**src/verilog/udfr_pkg.sv**
```systemverilog
package udfr_pkg;
   // frequencies in 0.01 Hz units, 16 bits (0..400.00 Hz)
   localparam int FREQ_W = 16;
   localparam logic [3:0] FRQ_METHOD_UPDOWN = 4'h8;
   localparam logic [4:0] FUNC_UP = 5'h0F;
   localparam logic [4:0] FUNC_DOWN = 5'h10;
   localparam logic [4:0] FUNC_STOP3W = 5'h11;
   localparam logic [4:0] FUNC_PID_BYPASS = 5'h15;
   localparam logic [1:0] UDMODE_RAMP = 2'h0;
   localparam logic [1:0] UDMODE_STEP = 2'h1;
   localparam logic [1:0] UDMODE_COMBO = 2'h2;
   localparam logic [1:0] CTRL_SLIP_COMP = 2'h1;
   localparam logic [15:0] STEP_MAX = 16'h9C40;
   localparam logic [15:0] DWELL_FREQ_MIN = 16'h000A;
   localparam logic [15:0] PID_HIGH_DEFAULT = 16'h1770;
   localparam logic [15:0] PID_LOW_DEFAULT = 16'h0032;
   localparam logic [3:0] POLES_MIN = 4'h2;
   localparam logic [3:0] POLES_MAX = 4'hC;
   localparam logic [3:0] POLES_DEFAULT = 4'h4;
   localparam int SLIP_DIVISOR = 120;
   localparam int CLK_HZ = 40000000;
   localparam int HOLD_TIME_S = 3;
   localparam int HOLD_CYCLES = HOLD_TIME_S * CLK_HZ;
   localparam int DEBOUNCE_TIME_US = 1000;
   localparam int DEBOUNCE_CYCLES = DEBOUNCE_TIME_US * (CLK_HZ / 1000000);
   localparam int TICK_TIME_MS = 10;
   localparam int TICK_CYCLES = TICK_TIME_MS * (CLK_HZ / 1000);
   typedef enum logic [1:0] {
      INERTIA_LOW = 2'b00,
      INERTIA_TEN = 2'b01,
      INERTIA_HIGH = 2'b10,
      INERTIA_BAD = 2'b11
   } udfr_inertia_e;
   typedef enum logic [1:0] {
      RUN_IDLE = 2'b00,
      RUN_DWELL = 2'b01,
      RUN_ACTIVE = 2'b10
   } udfr_run_e;
endpackage

```
**src/verilog/udfr_debounce.sv**
```systemverilog
`timescale 1ns/1ps
module udfr_debounce #(
   parameter int CYCLES = 40000
) (
   // clock and reset
   input wire logic sys_clk,
   input wire logic nrst,
   // raw and filtered level
   input wire logic rawIn,
   output logic cleanOut
);
   logic sync1_r;
   logic sync2_r;
   logic [31:0] cnt_r;
   wire differs = (sync2_r != cleanOut);
   wire settled = (cnt_r >= 32'(CYCLES - 1));

   always_ff @(posedge sys_clk)
   begin
      if (!nrst)
      begin
         sync1_r <= 1'b0;
         sync2_r <= 1'b0;
         cnt_r <= 32'h0;
         cleanOut <= 1'b0;
      end
      else
      begin
         sync1_r <= rawIn;
         sync2_r <= sync1_r;
         cnt_r <= (differs && !settled) ? cnt_r + 32'h1 : 32'h0;
         if (differs && settled)
            cleanOut <= sync2_r;
      end
   end
endmodule

```
**src/verilog/udfr_updown_freq_ref.sv**
```systemverilog
// Operation
// - up-down honoured only when method is 8
// - function 15 raises, 16 lowers frequency
// - mode 0: ramp up to max/upper limit
// - mode 0: ramp down to lower limit
// - mode 1: each rising edge steps one step
// - step size is step parameter, 0-400 Hz
// - mode 1: save reference at falling edge
// - stop keeps previous saved value only
// - mode 2: step, then ramp after 3 s
// - input during unfinished step is ignored
// - function 17 selects 3-wire stop button
// - 3-wire latches start, stop-off drops run
// - dwell frequency for dwell time at start
// - slip compensation only when control mode 1
// - slip = rated freq minus rpm*poles/120
// - inertia code 0/1/2 decoded to classes
// - PID output clamped between low/high limits
// - function 21 switches PID to normal
`timescale 1ns/1ps
module udfr_updown_freq_ref
   import udfr_pkg::*;
#(
   parameter int FW = FREQ_W,
   parameter int HOLD_CNT = HOLD_CYCLES,
   parameter int DEB_CNT = DEBOUNCE_CYCLES,
   parameter int TICK_CNT = TICK_CYCLES
) (
   // clock and reset
   input wire logic sys_clk,
   input wire logic nrst,
   // terminals seven and eight, raw run command
   input wire logic termSeven,
   input wire logic termEight,
   input wire logic startButton,
   // settings
   input wire logic [3:0] freqSetMethod,
   input wire logic [4:0] terminal_seven_function,
   input wire logic [4:0] terminal_eight_function,
   input wire logic [1:0] updown_mode_select,
   input wire logic [FW-1:0] updown_step_freq,
   input wire logic updownSaveEnable,
   input wire logic [FW-1:0] maxFreq,
   input wire logic freqLimitEnable,
   input wire logic [FW-1:0] upperLimit,
   input wire logic [FW-1:0] lowerLimit,
   input wire logic [FW-1:0] rampStep,
   input wire logic [FW-1:0] dwell_frequency,
   input wire logic [7:0] dwell_time,
   input wire logic [1:0] control_mode_select,
   input wire logic [FW-1:0] ratedFreq,
   input wire logic [15:0] ratedRpm,
   input wire logic [3:0] motor_pole_count,
   input wire logic [1:0] load_inertia_code,
   input wire logic [FW-1:0] pidRawFreq,
   input wire logic [FW-1:0] pid_out_high_limit,
   input wire logic [FW-1:0] pid_out_low_limit,
   input wire logic pidEnable,
   // outputs
   output logic [FW-1:0] freqRef,
   output logic [FW-1:0] outFreq,
   output logic [FW-1:0] savedFreq,
   output logic runActive,
   output logic slipCompActive,
   output logic [FW-1:0] rated_slip_freq,
   output logic [1:0] inertiaClass,
   output logic [FW-1:0] pidOutFreq,
   output logic pidBypassed
);
   import udfr_pkg::*;

   function automatic logic [FW-1:0] clampf(input logic [FW-1:0] v, input logic [FW-1:0] lo,
                                            input logic [FW-1:0] hi);
      clampf = (v > hi) ? hi : ((v < lo) ? lo : v);
   endfunction

   function automatic logic hasFunc(input logic [4:0] code);
      hasFunc = (terminal_seven_function == code) || (terminal_eight_function == code);
   endfunction

   function automatic logic termFunc(input logic s7, input logic s8, input logic [4:0] code);
      termFunc = (s7 && terminal_seven_function == code) || (s8 && terminal_eight_function == code);
   endfunction

   // one bit of headroom so value or limit plus step cannot wrap before the compare
   function automatic logic [FW-1:0] addClamp(input logic [FW-1:0] a, input logic [FW-1:0] b,
                                              input logic [FW-1:0] hi);
      logic [FW:0] s;
      s = {1'b0, a} + {1'b0, b};
      addClamp = (s > {1'b0, hi}) ? hi : s[FW-1:0];
   endfunction

   function automatic logic [FW-1:0] subClamp(input logic [FW-1:0] a, input logic [FW-1:0] b,
                                              input logic [FW-1:0] lo);
      logic [FW:0] s;
      s = {1'b0, lo} + {1'b0, b};
      subClamp = ({1'b0, a} < s) ? lo : a - b;
   endfunction

   logic sevenClean;
   logic eightClean;
   logic startClean;

   udfr_debounce #(.CYCLES(DEB_CNT)) u_deb7 (.sys_clk(sys_clk), .nrst(nrst), .rawIn(termSeven),
      .cleanOut(sevenClean));
   udfr_debounce #(.CYCLES(DEB_CNT)) u_deb8 (.sys_clk(sys_clk), .nrst(nrst), .rawIn(termEight),
      .cleanOut(eightClean));
   udfr_debounce #(.CYCLES(DEB_CNT)) u_debs (.sys_clk(sys_clk), .nrst(nrst), .rawIn(startButton),
      .cleanOut(startClean));

   // terminal decode
   wire udEnabled = (freqSetMethod == FRQ_METHOD_UPDOWN);
   wire upIn = udEnabled && termFunc(sevenClean, eightClean, FUNC_UP);
   wire downIn = udEnabled && termFunc(sevenClean, eightClean, FUNC_DOWN);
   wire udDefined = hasFunc(FUNC_UP) || hasFunc(FUNC_DOWN);
   wire threeWire = hasFunc(FUNC_STOP3W);
   wire stopHeld = termFunc(sevenClean, eightClean, FUNC_STOP3W);
   wire bypassIn = termFunc(sevenClean, eightClean, FUNC_PID_BYPASS);

   logic upPrev_r;
   logic downPrev_r;
   logic startPrev_r;
   logic [31:0] holdCnt_r;
   logic holdDone_r;
   logic [31:0] tickCnt_r;
   logic [7:0] dwellCnt_r;
   logic [FW-1:0] target_r;
   logic [FW-1:0] stepGoal_r;
   logic stepBusy_r;
   udfr_run_e runState_r;

   wire upRise = upIn && !upPrev_r;
   wire downRise = downIn && !downPrev_r;
   wire upFall = !upIn && upPrev_r;
   wire downFall = !downIn && downPrev_r;
   wire anyRise = upRise || downRise;
   wire anyHeld = upIn || downIn;
   wire tick = (tickCnt_r >= 32'(TICK_CNT - 1));

   // effective limits
   wire [FW-1:0] hiLim = freqLimitEnable ? upperLimit : maxFreq;
   wire [FW-1:0] loLim = freqLimitEnable ? lowerLimit : '0;
   wire [FW-1:0] stepSz = (updown_step_freq > STEP_MAX) ? STEP_MAX : updown_step_freq;

   wire rampMode = (updown_mode_select == UDMODE_RAMP) ||
                   (updown_mode_select == UDMODE_COMBO && holdDone_r);
   wire stepMode = (updown_mode_select == UDMODE_STEP) || (updown_mode_select == UDMODE_COMBO);

   wire [FW-1:0] stepUp = addClamp(target_r, stepSz, hiLim);
   wire [FW-1:0] stepDn = subClamp(target_r, stepSz, loLim);
   wire [FW-1:0] rampUp = addClamp(target_r, rampStep, hiLim);
   wire [FW-1:0] rampDn = subClamp(target_r, rampStep, loLim);

   logic [FW-1:0] targetNxt;
   logic [FW-1:0] goalNxt;
   logic busyNxt;
   always_comb
   begin
      targetNxt = target_r;
      goalNxt = stepGoal_r;
      busyNxt = stepBusy_r;
      // up and down together cancel: neither ramp branch fires
      if (rampMode && tick && upIn && !downIn)
         targetNxt = rampUp;
      else if (rampMode && tick && downIn && !upIn)
         targetNxt = rampDn;
      else if (stepMode && !rampMode && anyRise && !stepBusy_r)
      begin
         goalNxt = upRise ? stepUp : stepDn;
         busyNxt = 1'b1;
      end
      if (stepBusy_r && tick)
      begin
         // step is applied through the ramp so it takes time to complete
         if (target_r < stepGoal_r)
            targetNxt = addClamp(target_r, rampStep, stepGoal_r);
         else if (target_r > stepGoal_r)
            targetNxt = subClamp(target_r, rampStep, stepGoal_r);
         busyNxt = (targetNxt != stepGoal_r);
      end
   end

   // 3-wire latch and run start
   wire runReq = threeWire ? ((startClean && !startPrev_r) || runActive) && stopHeld : startClean;
   wire dwellDone = (dwellCnt_r >= dwell_time);
   wire [FW-1:0] dwellF = (dwell_frequency < DWELL_FREQ_MIN) ? DWELL_FREQ_MIN : dwell_frequency;

   // slip arithmetic, poles clamped to legal range
   wire [3:0] poles = (motor_pole_count < POLES_MIN) ? POLES_MIN :
                      ((motor_pole_count > POLES_MAX) ? POLES_MAX : motor_pole_count);
   wire [31:0] syncHundredths = (32'(ratedRpm) * 32'(poles) * 32'd100) / 32'(SLIP_DIVISOR);
   wire [31:0] slipWide = (32'(ratedFreq) > syncHundredths) ? 32'(ratedFreq) - syncHundredths : 32'h0;
   wire slipOn = (control_mode_select == CTRL_SLIP_COMP);

   always_ff @(posedge sys_clk)
   begin
      if (!nrst)
      begin
         upPrev_r <= 1'b0;
         downPrev_r <= 1'b0;
         startPrev_r <= 1'b0;
         holdCnt_r <= 32'h0;
         holdDone_r <= 1'b0;
         tickCnt_r <= 32'h0;
         target_r <= '0;
         stepGoal_r <= '0;
         stepBusy_r <= 1'b0;
         savedFreq <= '0;
      end
      else
      begin
         upPrev_r <= upIn;
         downPrev_r <= downIn;
         startPrev_r <= startClean;
         tickCnt_r <= tick ? 32'h0 : tickCnt_r + 32'h1;
         target_r <= targetNxt;
         stepGoal_r <= goalNxt;
         stepBusy_r <= busyNxt;
         if (anyRise || !anyHeld)
         begin
            holdCnt_r <= 32'h0;
            holdDone_r <= 1'b0;
         end
         // counter parks at the limit so holdDone stays up while held
         else if (holdCnt_r >= 32'(HOLD_CNT - 1))
            holdDone_r <= 1'b1;
         else
            holdCnt_r <= holdCnt_r + 32'h1;
         // stop saves nothing new: only falling edges store the value
         if (updownSaveEnable && udDefined && (upFall || downFall))
            savedFreq <= target_r;
      end
   end

   always_ff @(posedge sys_clk)
   begin
      if (!nrst)
      begin
         runState_r <= RUN_IDLE;
         dwellCnt_r <= 8'h0;
         runActive <= 1'b0;
         outFreq <= '0;
      end
      else
      begin
         runActive <= runReq;
         case (runState_r)
            RUN_IDLE:
            begin
               dwellCnt_r <= 8'h0;
               outFreq <= '0;
               if (runReq)
                  runState_r <= RUN_DWELL;
            end
            RUN_DWELL:
            begin
               outFreq <= dwellF;
               // dwell_time counts whole ticks; scale TICK_CNT to suit
               if (tick)
                  dwellCnt_r <= dwellCnt_r + 8'h1;
               if (!runReq)
                  runState_r <= RUN_IDLE;
               else if (dwellDone)
                  runState_r <= RUN_ACTIVE;
            end
            RUN_ACTIVE:
            begin
               outFreq <= freqRef;
               if (!runReq)
                  runState_r <= RUN_IDLE;
            end
            default:
               runState_r <= RUN_IDLE;
         endcase
      end
   end

   always_ff @(posedge sys_clk)
   begin
      if (!nrst)
      begin
         freqRef <= '0;
         slipCompActive <= 1'b0;
         rated_slip_freq <= '0;
         inertiaClass <= INERTIA_LOW;
         pidOutFreq <= PID_LOW_DEFAULT;
         pidBypassed <= 1'b0;
      end
      else
      begin
         freqRef <= target_r;
         slipCompActive <= slipOn;
         rated_slip_freq <= slipWide[FW-1:0];
         inertiaClass <= (load_inertia_code == 2'h0) ? INERTIA_LOW :
                         ((load_inertia_code == 2'h1) ? INERTIA_TEN : INERTIA_HIGH);
         pidOutFreq <= clampf(pidRawFreq, pid_out_low_limit, pid_out_high_limit);
         pidBypassed <= !pidEnable || bypassIn;
      end
   end
endmodule

```
**config.mk**
```make
export PLATFORM = sky130hd
export DESIGN_NAME = udfr_updown_freq_ref
export DESIGN_NICKNAME = d
export VERILOG_FILES = /design/src/verilog/udfr_pkg.sv /design/src/verilog/udfr_debounce.sv /design/src/verilog/udfr_updown_freq_ref.sv
export SDC_FILE = /design/constraint.sdc
export NUM_CORES = 1
export LEC_CHECK = 0
export BUFFER_PORTS_ARGS = -buffer_cell sky130_fd_sc_hd__buf_2
export CAP_MARGIN = 10
export CORE_ASPECT_RATIO = 1.5
export CORE_MARGIN = 2
export CORE_UTILIZATION = 55
export DETAILED_ROUTE_END_ITERATION = 10
export GPL_ROUTABILITY_DRIVEN = 0
export GPL_TIMING_DRIVEN = 0
export PLACE_DENSITY = 0.71
export SYNTH_ARGS = -nofsm -noshare
export SYNTH_HDL_FRONTEND = slang
export SYNTH_HIERARCHICAL = 1
export SYNTH_SLANG_ARGS = --single-unit
export TNS_END_PERCENT = 10
```
**constraint.sdc**
```tcl
create_clock -name sys_clk -period 71 [get_ports sys_clk]
set_input_delay 14.2 -clock sys_clk [delete_from_list [all_inputs] [get_ports sys_clk]]
set_output_delay 14.2 -clock sys_clk [all_outputs]
set_load 0.01 [all_outputs]
```
# After elaboration in Yosys (flattened, before gate mapping)
# Cells that the tools add are included.
# totals
ff_bits	301
elab_cells	212
out_inout_bits	85
# op_classes
reduce_logical	79
add_sub_neg	14
n_div	1
n_mul	2
magnitude_cmp	21
n_eq_ne	25
muxes	35
bitwise_logic	3
# ops
operator	n
$mux W16	19
$add A32 B1 Y32 const B	5
$ge A32 B16 Y1 const B	3
$add A16 B16 Y17	5
$gt A17 B16 Y1	3
$lt A16 B17 Y1	3
$pmux W16 S3	1
$sub A16 B16 Y16	3
$logic_and A1 B1 Y1	34
$div A27 B7 Y32 const B	1
$ge A32 B19 Y1 const B	1
$ge A32 B27 Y1 const B	1
$gt A16 B16 Y1	2
$gt A16 B32 Y1	1
$lt A16 B16 Y1	2
$eq A5 B5 Y1 const B	6
$mul A20 B5 Y25 const B	1
$mul A16 B4 Y20	1
$gt A16 B16 Y1 const B	1
$logic_or A1 B1 Y1	16
$lt A16 B4 Y1 const B	1
$ne A16 B16 Y1	1
$pmux W8 S2	1
$logic_not A1 Y1	12
24 further kinds	56

# Logic depth before layout (Yosys ltp)
# Gate-level depths: netlist of the first run.
# depth
word_depth	13
ltp_mapped	123

# Cells and area by module
# The synthesis of the first run kept the hierarchy.
# by_module_without_submodules
mod	cells_per_inst	n_inst	area_per_inst_um2
udfr_updown_freq_ref	4096	1	30626.9
udfr_debounce	116	3	1181.1

# Worst setup path before layout of the first run
# OpenSTA, ideal clock, no wires.
# synth_path
path_kind	input-to-reg
start	in motor_pole_count[3]
end	reg rated_slip_freq[10]
setup_time_ns	0.128
required_ns	70.872
n_path_buf	10
arrival_time_ns	39.762
stages	115
setup_slack_ns	31.111
cell_sequence	clkbuf_1 -> maj3_1 -> clkbuf_1 -> nand2b_1 -> fa_1 -> inv_1 -> fa_1 -> fa_1 -> a21o_1 -> a21oi_1 -> o21bai_1 -> a21oi_1 -> o21bai_1 -> a21oi_1 -> o21bai_1 -> a21oi_1 -> o21bai_1 -> a21oi_1 -> [79 not listed] -> ha_1 -> inv_1 -> fa_1 -> a21o_1 -> a21o_1 -> a21o_1 -> a21oi_1 -> o21bai_1 -> a21oi_1 -> o21ai_0 -> a21o_1 -> a21o_1 -> a21o_1 -> a21oi_1 -> nor3_1 -> nand3_1 -> clkbuf_1 -> nor2_1
# synth_via
elab_chain_cells	8
word_cells_on_any_way	10
cone_classes	add/sub (1); mul (2); div (1); order compare (3); mux (2); reduce/logical (1)
# synth_rtl
element	line_no	text
start: declaration	udfr_updown_freq_ref.sv:53	input wire logic [3:0] motor_pole_count,
$gt A4 B4 Y1	udfr_updown_freq_ref.sv:190	((motor_pole_count > POLES_MAX) ? POLES_MAX : motor_pole_count);
$mux W4	udfr_updown_freq_ref.sv:190	
$mux W4 (*)	udfr_updown_freq_ref.sv:189	wire [3:0] poles = (motor_pole_count < POLES_MIN) ? POLES_MIN :
$mul A16 B4 Y20 (*)	udfr_updown_freq_ref.sv:191	wire [31:0] syncHundredths = (32'(ratedRpm) * 32'(poles) * 32'd100) / 32'(SLIP_DIVISOR);
$mul A20 B5 Y25 (*)	udfr_updown_freq_ref.sv:191	
$div A27 B7 Y32 (*)	udfr_updown_freq_ref.sv:191	
$gt A16 B32 Y1	udfr_updown_freq_ref.sv:192	wire [31:0] slipWide = (32'(ratedFreq) > syncHundredths) ? 32'(ratedFreq) - syncHundredths : 32'h0;
$reduce_and A2 Y1 (no line)	-	
end signal: assignment	udfr_updown_freq_ref.sv:293	rated_slip_freq <= slipWide[FW-1:0];
end: declaration	udfr_updown_freq_ref.sv:65	output logic [FW-1:0] rated_slip_freq,
# Every way passes the cells marked *; elsewhere a longest branch is shown, timed or not.
# A chain may end at the register's enable or synchronous reset.

# Worst setup path after layout of the first run
# layout_path
start	in motor_pole_count[3]
end	reg rated_slip_freq[9]
# Same word-level chain as after synthesis.

==> impl_metrics.csv, run 1 <==
group,metric,value,unit
routing,routed_wl,108000,um
routing,vias,34300,
die,core_area,0.0612,mm2
timing,finalHoldViolCount,0,
clock_tree,cts_root_buffer,"clkbuf_16",
global_routing,grt_max_degree,18,
clock_tree,worst_skew_pair.late_latency,0.62,ns
logic_synthesis,synthesis.area,0.0342,mm2
clock_tree,htreeDepth,1,
critical_path,ff2ff_path_depth,33,
critical_path,start_kind,"input port",
place,hpwlAfterDp,88500,um
logic_synthesis,ys_async_sr_fraction,0,%
critical_path,timing.rr.start,"target_r[1]$_SDFF_PN0_",
critical_path,cp.required,71.47,ns
logic_synthesis,ys_ff_latch,301,
routing,drc,0,
timing,period_minus_slack,45.75,ns
timing,setup_viol,0,
global_routing,grt.total_usage,32.4,%
logic_synthesis,synth_edf_count,0,
routing,wl_met2,53600,um
die,chipHeight,309,um
timing,fin_setup_tns,0,ns
clock_tree,post_cts_resized,0,
clock_tree,path_clk_slew,0.07,ns
place,place.port_buffers,298,
clock_tree,ctsHoldBuffers,0,
run_status,status,"complete, no violations",
critical_path,crit_top_cell,"a21oi_1",
die,die_area,0.0642,mm2
routing,drt_iter0_drc,2270,
final_layout,fill_cells,5778,
die,start_util,55.8,%
timing,fmax,0.0219,GHz
routing,dr.pass1.iters,6,
timing,tightest_slew,1.26,ns
routing,drt.antenna.violating_nets,0,
timing,relSlewSlack,15.6,%
die,io_pins,301,
critical_path,reg2reg_to,"stepBusy_r$_SDFFE_PN0P_",
critical_path,critPathCapture,"rated_slip_freq[9]$_SDFF_PN0_",
job,cap_violations,0,
clock_tree,postCtsSetupRepairBufs,0,
min_path,hold_path_class,"flop to flop",
logic_synthesis,synth_ff_type,"dfxtp_1",
global_routing,grt_pass1_wl,169000,um
die,fp-row-count,111,
timing,final.period_utilization,64.4,%
routing,via_per_inst,6.07,
critical_path,crit_start,"motor_pole_count[3]",
final_layout,area_delta_synth_final,11.2,%
clock_tree,clock_path_buffers,3,
clock_tree,cts_num_sinks,301,
global_routing,grt_pass1_vias,33400,
final_layout,design.final.nets,5478,
critical_path,crit_arrival,46.22,ns
final_layout,multi_input_area,0.0266,mm2
critical_path,slowest_delay,1.03,ns
global_routing,antenna_found_initial,4,
die,die_w,208,um
final_layout,seq_area,0.00603,mm2
timing,drv_slew,0,
critical_path,path_class,"input port to flop",
timing,rsz0062_at_grt,"false",
final_layout,drive_above_1_share,10.8,%
logic_synthesis,netlist_instances,4444,
logic_synthesis,ys_types,128,
critical_path,worst-r2r-setup-slack,63.14,ns
routing,wl_met3,6500,um
critical_path,worst_setup_path_end_kind,"flop",
logic_synthesis,synth_warnings,6,
clock_tree,cts_tree,"yes",
routing,wl_met1,40300,um
timing,final.setup_skew,0.0328,ns
critical_path,cp_slowest_cell,"a221oi_1",
critical_path,cp_max_fo,10,
routing,routedWlPerCell,19.1,um
routing,dr.max_layer_used,"met5",
global_routing,grt_overflow,0,
logic_synthesis,avgSynthCellArea,7.69,um2
clock_tree,cts-buffers-inserted,31,
logic_synthesis,yosysSeqAreaShare,17.6,%
## layer usage
metal / vias to the layer above / track usage (%)
met3: 433 / 4.50
met1: 15800 / 34.0
met2: 1313 / 60.6
li1: 16700 / -
met5: - / 0
met4: 2 / 21.0
## critical path: cells and delay by family
| kind | cells | cell delay [ns] |
|---|---|---|
| buf+inv | 20 | 4.28 |
| simple gates | 26 | 5.83 |
| compound gates | 55 | 16.12 |
| fa+ha+maj | 10 | 3.95 |
| mux | 1 | 0.54 |
| xor+xnor | 4 | 1.23 |
## kinds of logic after synthesis
logic type,Yosys count,share of synthesized area (%)
buffers and inverters,461,5.27
flip-flops,301,17.6
AND/OR/NAND/NOR,1579,23.5
AO/OA/AOI/OAI,1189,23.8
other,4,0.0439
XOR/XNOR,361,9.47
multiplexers,119,3.54
adder cells (fa/ha/maj),430,16.8
## sequential cells by signal (all words and copies together) (netlist names), 2 cells and up
name	flops
outFreq	16
rated_slip_freq	16
u_debs/cnt_r	32
holdCnt_r	32
dwellCnt_r	8
freqRef	16
stepGoal_r	16
tickCnt_r	32
u_deb7/cnt_r	32
u_deb8/cnt_r	32
runState_r	2
savedFreq	16
pidOutFreq	16
inertiaClass	2
target_r	16
## cell type report
class                   count  share of cell area, %
diodes                      2                 0.0132
plain buffers             160                   1.77
clock buffers              39                   2.28
clock inverters            18                  0.622
inverters                 301                   2.97
multi-input cells        3739                   69.9
flip-flops and latches    301                   15.9
well taps                 791                   2.60
repair buffers            301                   4.00
## cells in the final DEF (no fill, tap or decap), types with 18 or more instances in the layout
master	n
a22o_1	18
and2_1	104
and3_1	60
nand2_1	305
ha_1	378
o21a_1	39
a21o_1	80
o211ai_1	30
o21ai_0	170
nand3_1	113
clkbuf_1	121
or2_2	26
dfxtp_1	301
o21bai_1	81
nor2_1	466
xor2_1	122
a31oi_1	30
a22oi_1	29
inv_1	294
a21oi_1	335
nor2b_1	76
clkbuf_16	31
buf_2	321
nor4_1	67
mux2i_1	103
a211oi_1	125
nand2b_1	66
or3_1	24
fa_1	49
nor3_1	80
o21ai_1	25
and4_1	22
conb_1	61
nand4_1	81
xnor2_1	231
## synth_stat cells, types with 24 or more instances
master / n / share of area (%)
fa_1: 49 / 2.9
and3_1: 60 / 1.1
xnor2_1: 231 / 5.9
a21o_1: 80 / 1.8
nor3_1: 80 / 1.2
o21a_1: 39 / 0.86
and2_1: 104 / 1.9
nand2_1: 305 / 3.4
o21ai_0: 170 / 2.5
o211ai_1: 30 / 0.66
xor2_1: 122 / 3.1
or3_1: 24 / 0.44
nor2_1: 466 / 5.1
dfxtp_1: 301 / 18
o21bai_1: 81 / 1.8
a31oi_1: 30 / 0.55
nor2b_1: 76 / 1.4
clkbuf_1: 119 / 1.3
a211oi_1: 125 / 2.7
nand4_1: 81 / 1.5
nand2b_1: 66 / 1.2
a22oi_1: 29 / 0.64
nor4_1: 67 / 1.2
o21ai_1: 25 / 0.37
mux2i_1: 103 / 3.0
a21oi_1: 335 / 4.9
or2_2: 26 / 0.48
ha_1: 378 / 14
nand3_1: 113 / 1.7
inv_1: 294 / 3.2
## how the worst min path moves through the flow
stage                                           from                          to  slack, ns  depth (start not counted)
after floorplan           holdCnt_r[29]$_SDFFE_PP0N_  holdCnt_r[29]$_SDFFE_PP0N_       0.41                          2
after global placement    holdCnt_r[28]$_SDFFE_PP0N_  holdCnt_r[28]$_SDFFE_PP0N_       0.42                          2
after detailed placement  holdCnt_r[29]$_SDFFE_PP0N_  holdCnt_r[29]$_SDFFE_PP0N_       0.42                          2
after CTS                 holdCnt_r[29]$_SDFFE_PP0N_  holdCnt_r[29]$_SDFFE_PP0N_       0.43                          2
after global routing      holdCnt_r[29]$_SDFFE_PP0N_  holdCnt_r[29]$_SDFFE_PP0N_       0.44                          2
final                     holdCnt_r[29]$_SDFFE_PP0N_  holdCnt_r[29]$_SDFFE_PP0N_       0.43                          2
## stage by stage
step / setup WS [ns] / cell area [um2] / hold slack (ns) / instances / utilization [%]
finish: 25.25 / 38000 / 0.428 / 5652 / 62.0
floorplan: 31.11 / 34400 / 0.408 / 4501 / -
global route: 23.18 / 38000 / 0.440 / 5652 / 62.0
detailed placement: 25.45 / 36900 / 0.417 / 5590 / 60.2
CTS: 26.01 / 38000 / 0.427 / 5647 / 62.0
global placement: 25.61 / 36900 / 0.415 / 5590 / 60.2
Power of run 1 is not shown: default switching activity piles up to over one toggle a cycle in this logic, so the estimate is an artifact.
==> run 2: changes to the inputs <==
--- a/config.mk
+++ b/config.mk
@@ -13,7 +13,7 @@
 export DETAILED_ROUTE_END_ITERATION = 10
 export GPL_ROUTABILITY_DRIVEN = 0
 export GPL_TIMING_DRIVEN = 0
-export PLACE_DENSITY = 0.71
+export PLACE_DENSITY = 0.74
 export SYNTH_ARGS = -nofsm -noshare
 export SYNTH_HDL_FRONTEND = slang
 export SYNTH_HIERARCHICAL = 1
==> constraint.sdc (replaced) <==
create_clock -name sys_clk -period 40.4 [get_ports sys_clk]
set_input_delay 8.08 -clock sys_clk [delete_from_list [all_inputs] [get_ports sys_clk]]
set_output_delay 8.08 -clock sys_clk [all_outputs]
set_load 0.01 [all_outputs]
==> run 2 against run 1 <==
Compared with the run above: critical path depth is 3 lower; non-clock buffer count is 2 higher; die area stayed put; largest cell class unchanged; the run now ends with design-rule violations left.
==> impl_metrics.csv, run 2 (synthesis gave the netlist of run 1 again) <==
group,metric,value,unit
critical_path,crit_arrival,38.98,ns
die,chipHeight,309,um
timing,relSlewSlack,17.0,%
global_routing,grt_pass1_wl,171000,um
die,start_util,55.8,%
min_path,hold_path_class,"flop to flop",
clock_tree,cts_tree,"yes",
final_layout,design.final.nets,5479,
timing,period_minus_slack,38.51,ns
routing,drt_iter0_drc,2384,
die,core_area,0.0612,mm2
global_routing,antenna_found_initial,3,
timing,fmax,0.0260,GHz
routing,drt.antenna.violating_nets,0,
critical_path,cp.required,40.87,ns
timing,final.setup_skew,0.0331,ns
critical_path,crit_top_cell,"a21oi_1",
critical_path,path_class,"input port to flop",
timing,tightest_slew,1.24,ns
critical_path,critical_path.top_delay_family,"compound AO/OA/AOI/OAI gates",
timing,final.period_utilization,95.3,%
global_routing,grt_max_degree,18,
critical_path,cp_slowest_cell,"o211ai_1",
routing,via_per_inst,6.09,
clock_tree,cts_root_buffer,"clkbuf_16",
critical_path,slowest_delay,0.67,ns
critical_path,crit_buf_inv,16,
run_status,status,"finished, violations left",
routing,routed_wl,109000,um
routing,dr.pass1.iters,11,
timing,drv_slew,0,
final_layout,area_delta_synth_final,11.4,%
timing,setup_viol,0,
final_layout,stdcell_count,5653,
die,die_w,208,um
run_status,violations,"design-rule violations",
place,place_inst,5590,
clock_tree,htreeDepth,1,
final_layout,final_cell_mix,"nor2_1, ha_1, a21oi_1, buf_2, nand2_1",
critical_path,cp_max_fo,10,
die,die_area,0.0642,mm2
routing,vias,34400,
die,io_pins,301,
global_routing,grt_pass1_vias,33800,
final_layout,final_common_cell,"nor2_1",
routing,drc,1,
global_routing,grt.total_usage,33.0,%
critical_path,start_kind,"input port",
place,hpwlAfterDp,88500,um
final_layout,utilization,62.1,%
die,fp-row-count,111,
final_layout,drive_above_1_share,11.1,%
clock_tree,ctsHoldBuffers,0,
clock_tree,cts_num_sinks,301,
critical_path,worst_setup_path_end_kind,"flop",
global_routing,grt_overflow,0,
place,place.port_buffers,298,
clock_tree,worst_skew_pair.late_latency,0.62,ns
clock_tree,cts-buffers-inserted,30,
job,cap_violations,0,
timing,finalHoldViolCount,0,
final_layout,fill_cells,5685,
clock_tree,path_clk_slew,0.07,ns
routing,routedWlPerCell,19.3,um
clock_tree,clock_path_buffers,3,
-- run 2: metrics by stage --
| step | instance area (um2) | hold WS, ns | TNS, ns | setup slack [ns] |
|---|---|---|---|---|
| finish | 38100 | 0.430 | 0 | 1.89 |
| global route | 38100 | 0.444 | -0.530 | -0.0625 |
| CTS | 37900 | 0.429 | 0 | 1.57 |
| detailed placement | 36900 | 0.419 | 0 | 1.02 |
| global placement | 36900 | 0.415 | 0 | 1.31 |
| floorplan | 34400 | 0.408 | 0 | 6.63 |
-- run 2: worst reg2reg max path: cells and delay by family, from the launching register on --
family	cells	cell delay [ns]
adders and majority gates	2	0.68
xor gates and xnor gates	2	0.67
AOI/OAI and AO/OA	10	1.63
buffers and inverters	3	0.94
and+or+nand+nor	22	2.70
DFF	1	0.84
-- run 2: worst paths after layout --
check                                           startpoint                             to  slack, ns  cells past startpoint
worst max-delay path                   motor_pole_count[3]  rated_slip_freq[9]$_SDFF_PN0_       1.89                    113
worst min register to register  holdCnt_r[27]$_SDFFE_PP0N_     holdCnt_r[27]$_SDFFE_PP0N_       0.43                      2
worst max register to register      target_r[2]$_SDFF_PN0_        stepBusy_r$_SDFFE_PN0P_      32.78                     39
worst min-delay path            holdCnt_r[27]$_SDFFE_PP0N_     holdCnt_r[27]$_SDFFE_PP0N_       0.43                      2
-- run 2: layout make-up --
| cell class | instances | area (um2) | area share [%] |
|---|---|---|---|
| multi-input cells | 3739 | 26700 | 70.0 |
| inverters | 301 | 1130 | 2.97 |
| repair buffers | 303 | 1530 | 4.01 |
| diodes | 2 | 5.00 | 0.0131 |
| flip-flops and latches | 301 | 6030 | 15.8 |
| well taps | 791 | 990 | 2.60 |
| plain buffers | 160 | 672 | 1.77 |
| clock buffers | 37 | 817 | 2.15 |
| clock inverters | 19 | 235 | 0.618 |
-- run 2: repair_timing --
| action | in CTS | in global routing |
|---|---|---|
| endpoints found under the setup margin | 0 | 16 |
| resized for setup | 0 | 18 |
| setup buffers | 0 | 2 |
-- run 2: metal layers --
layer,up-vias,part of all wire [%],GRT usage [%]
met1,15800,37,34.5
met4,2,7.8,23.3
met5,-,0.011,0
li1,16700,-,-
met2,1353,49,60.2
met3,513,6.2,5.44
Power of run 2 is left out for the same reason.
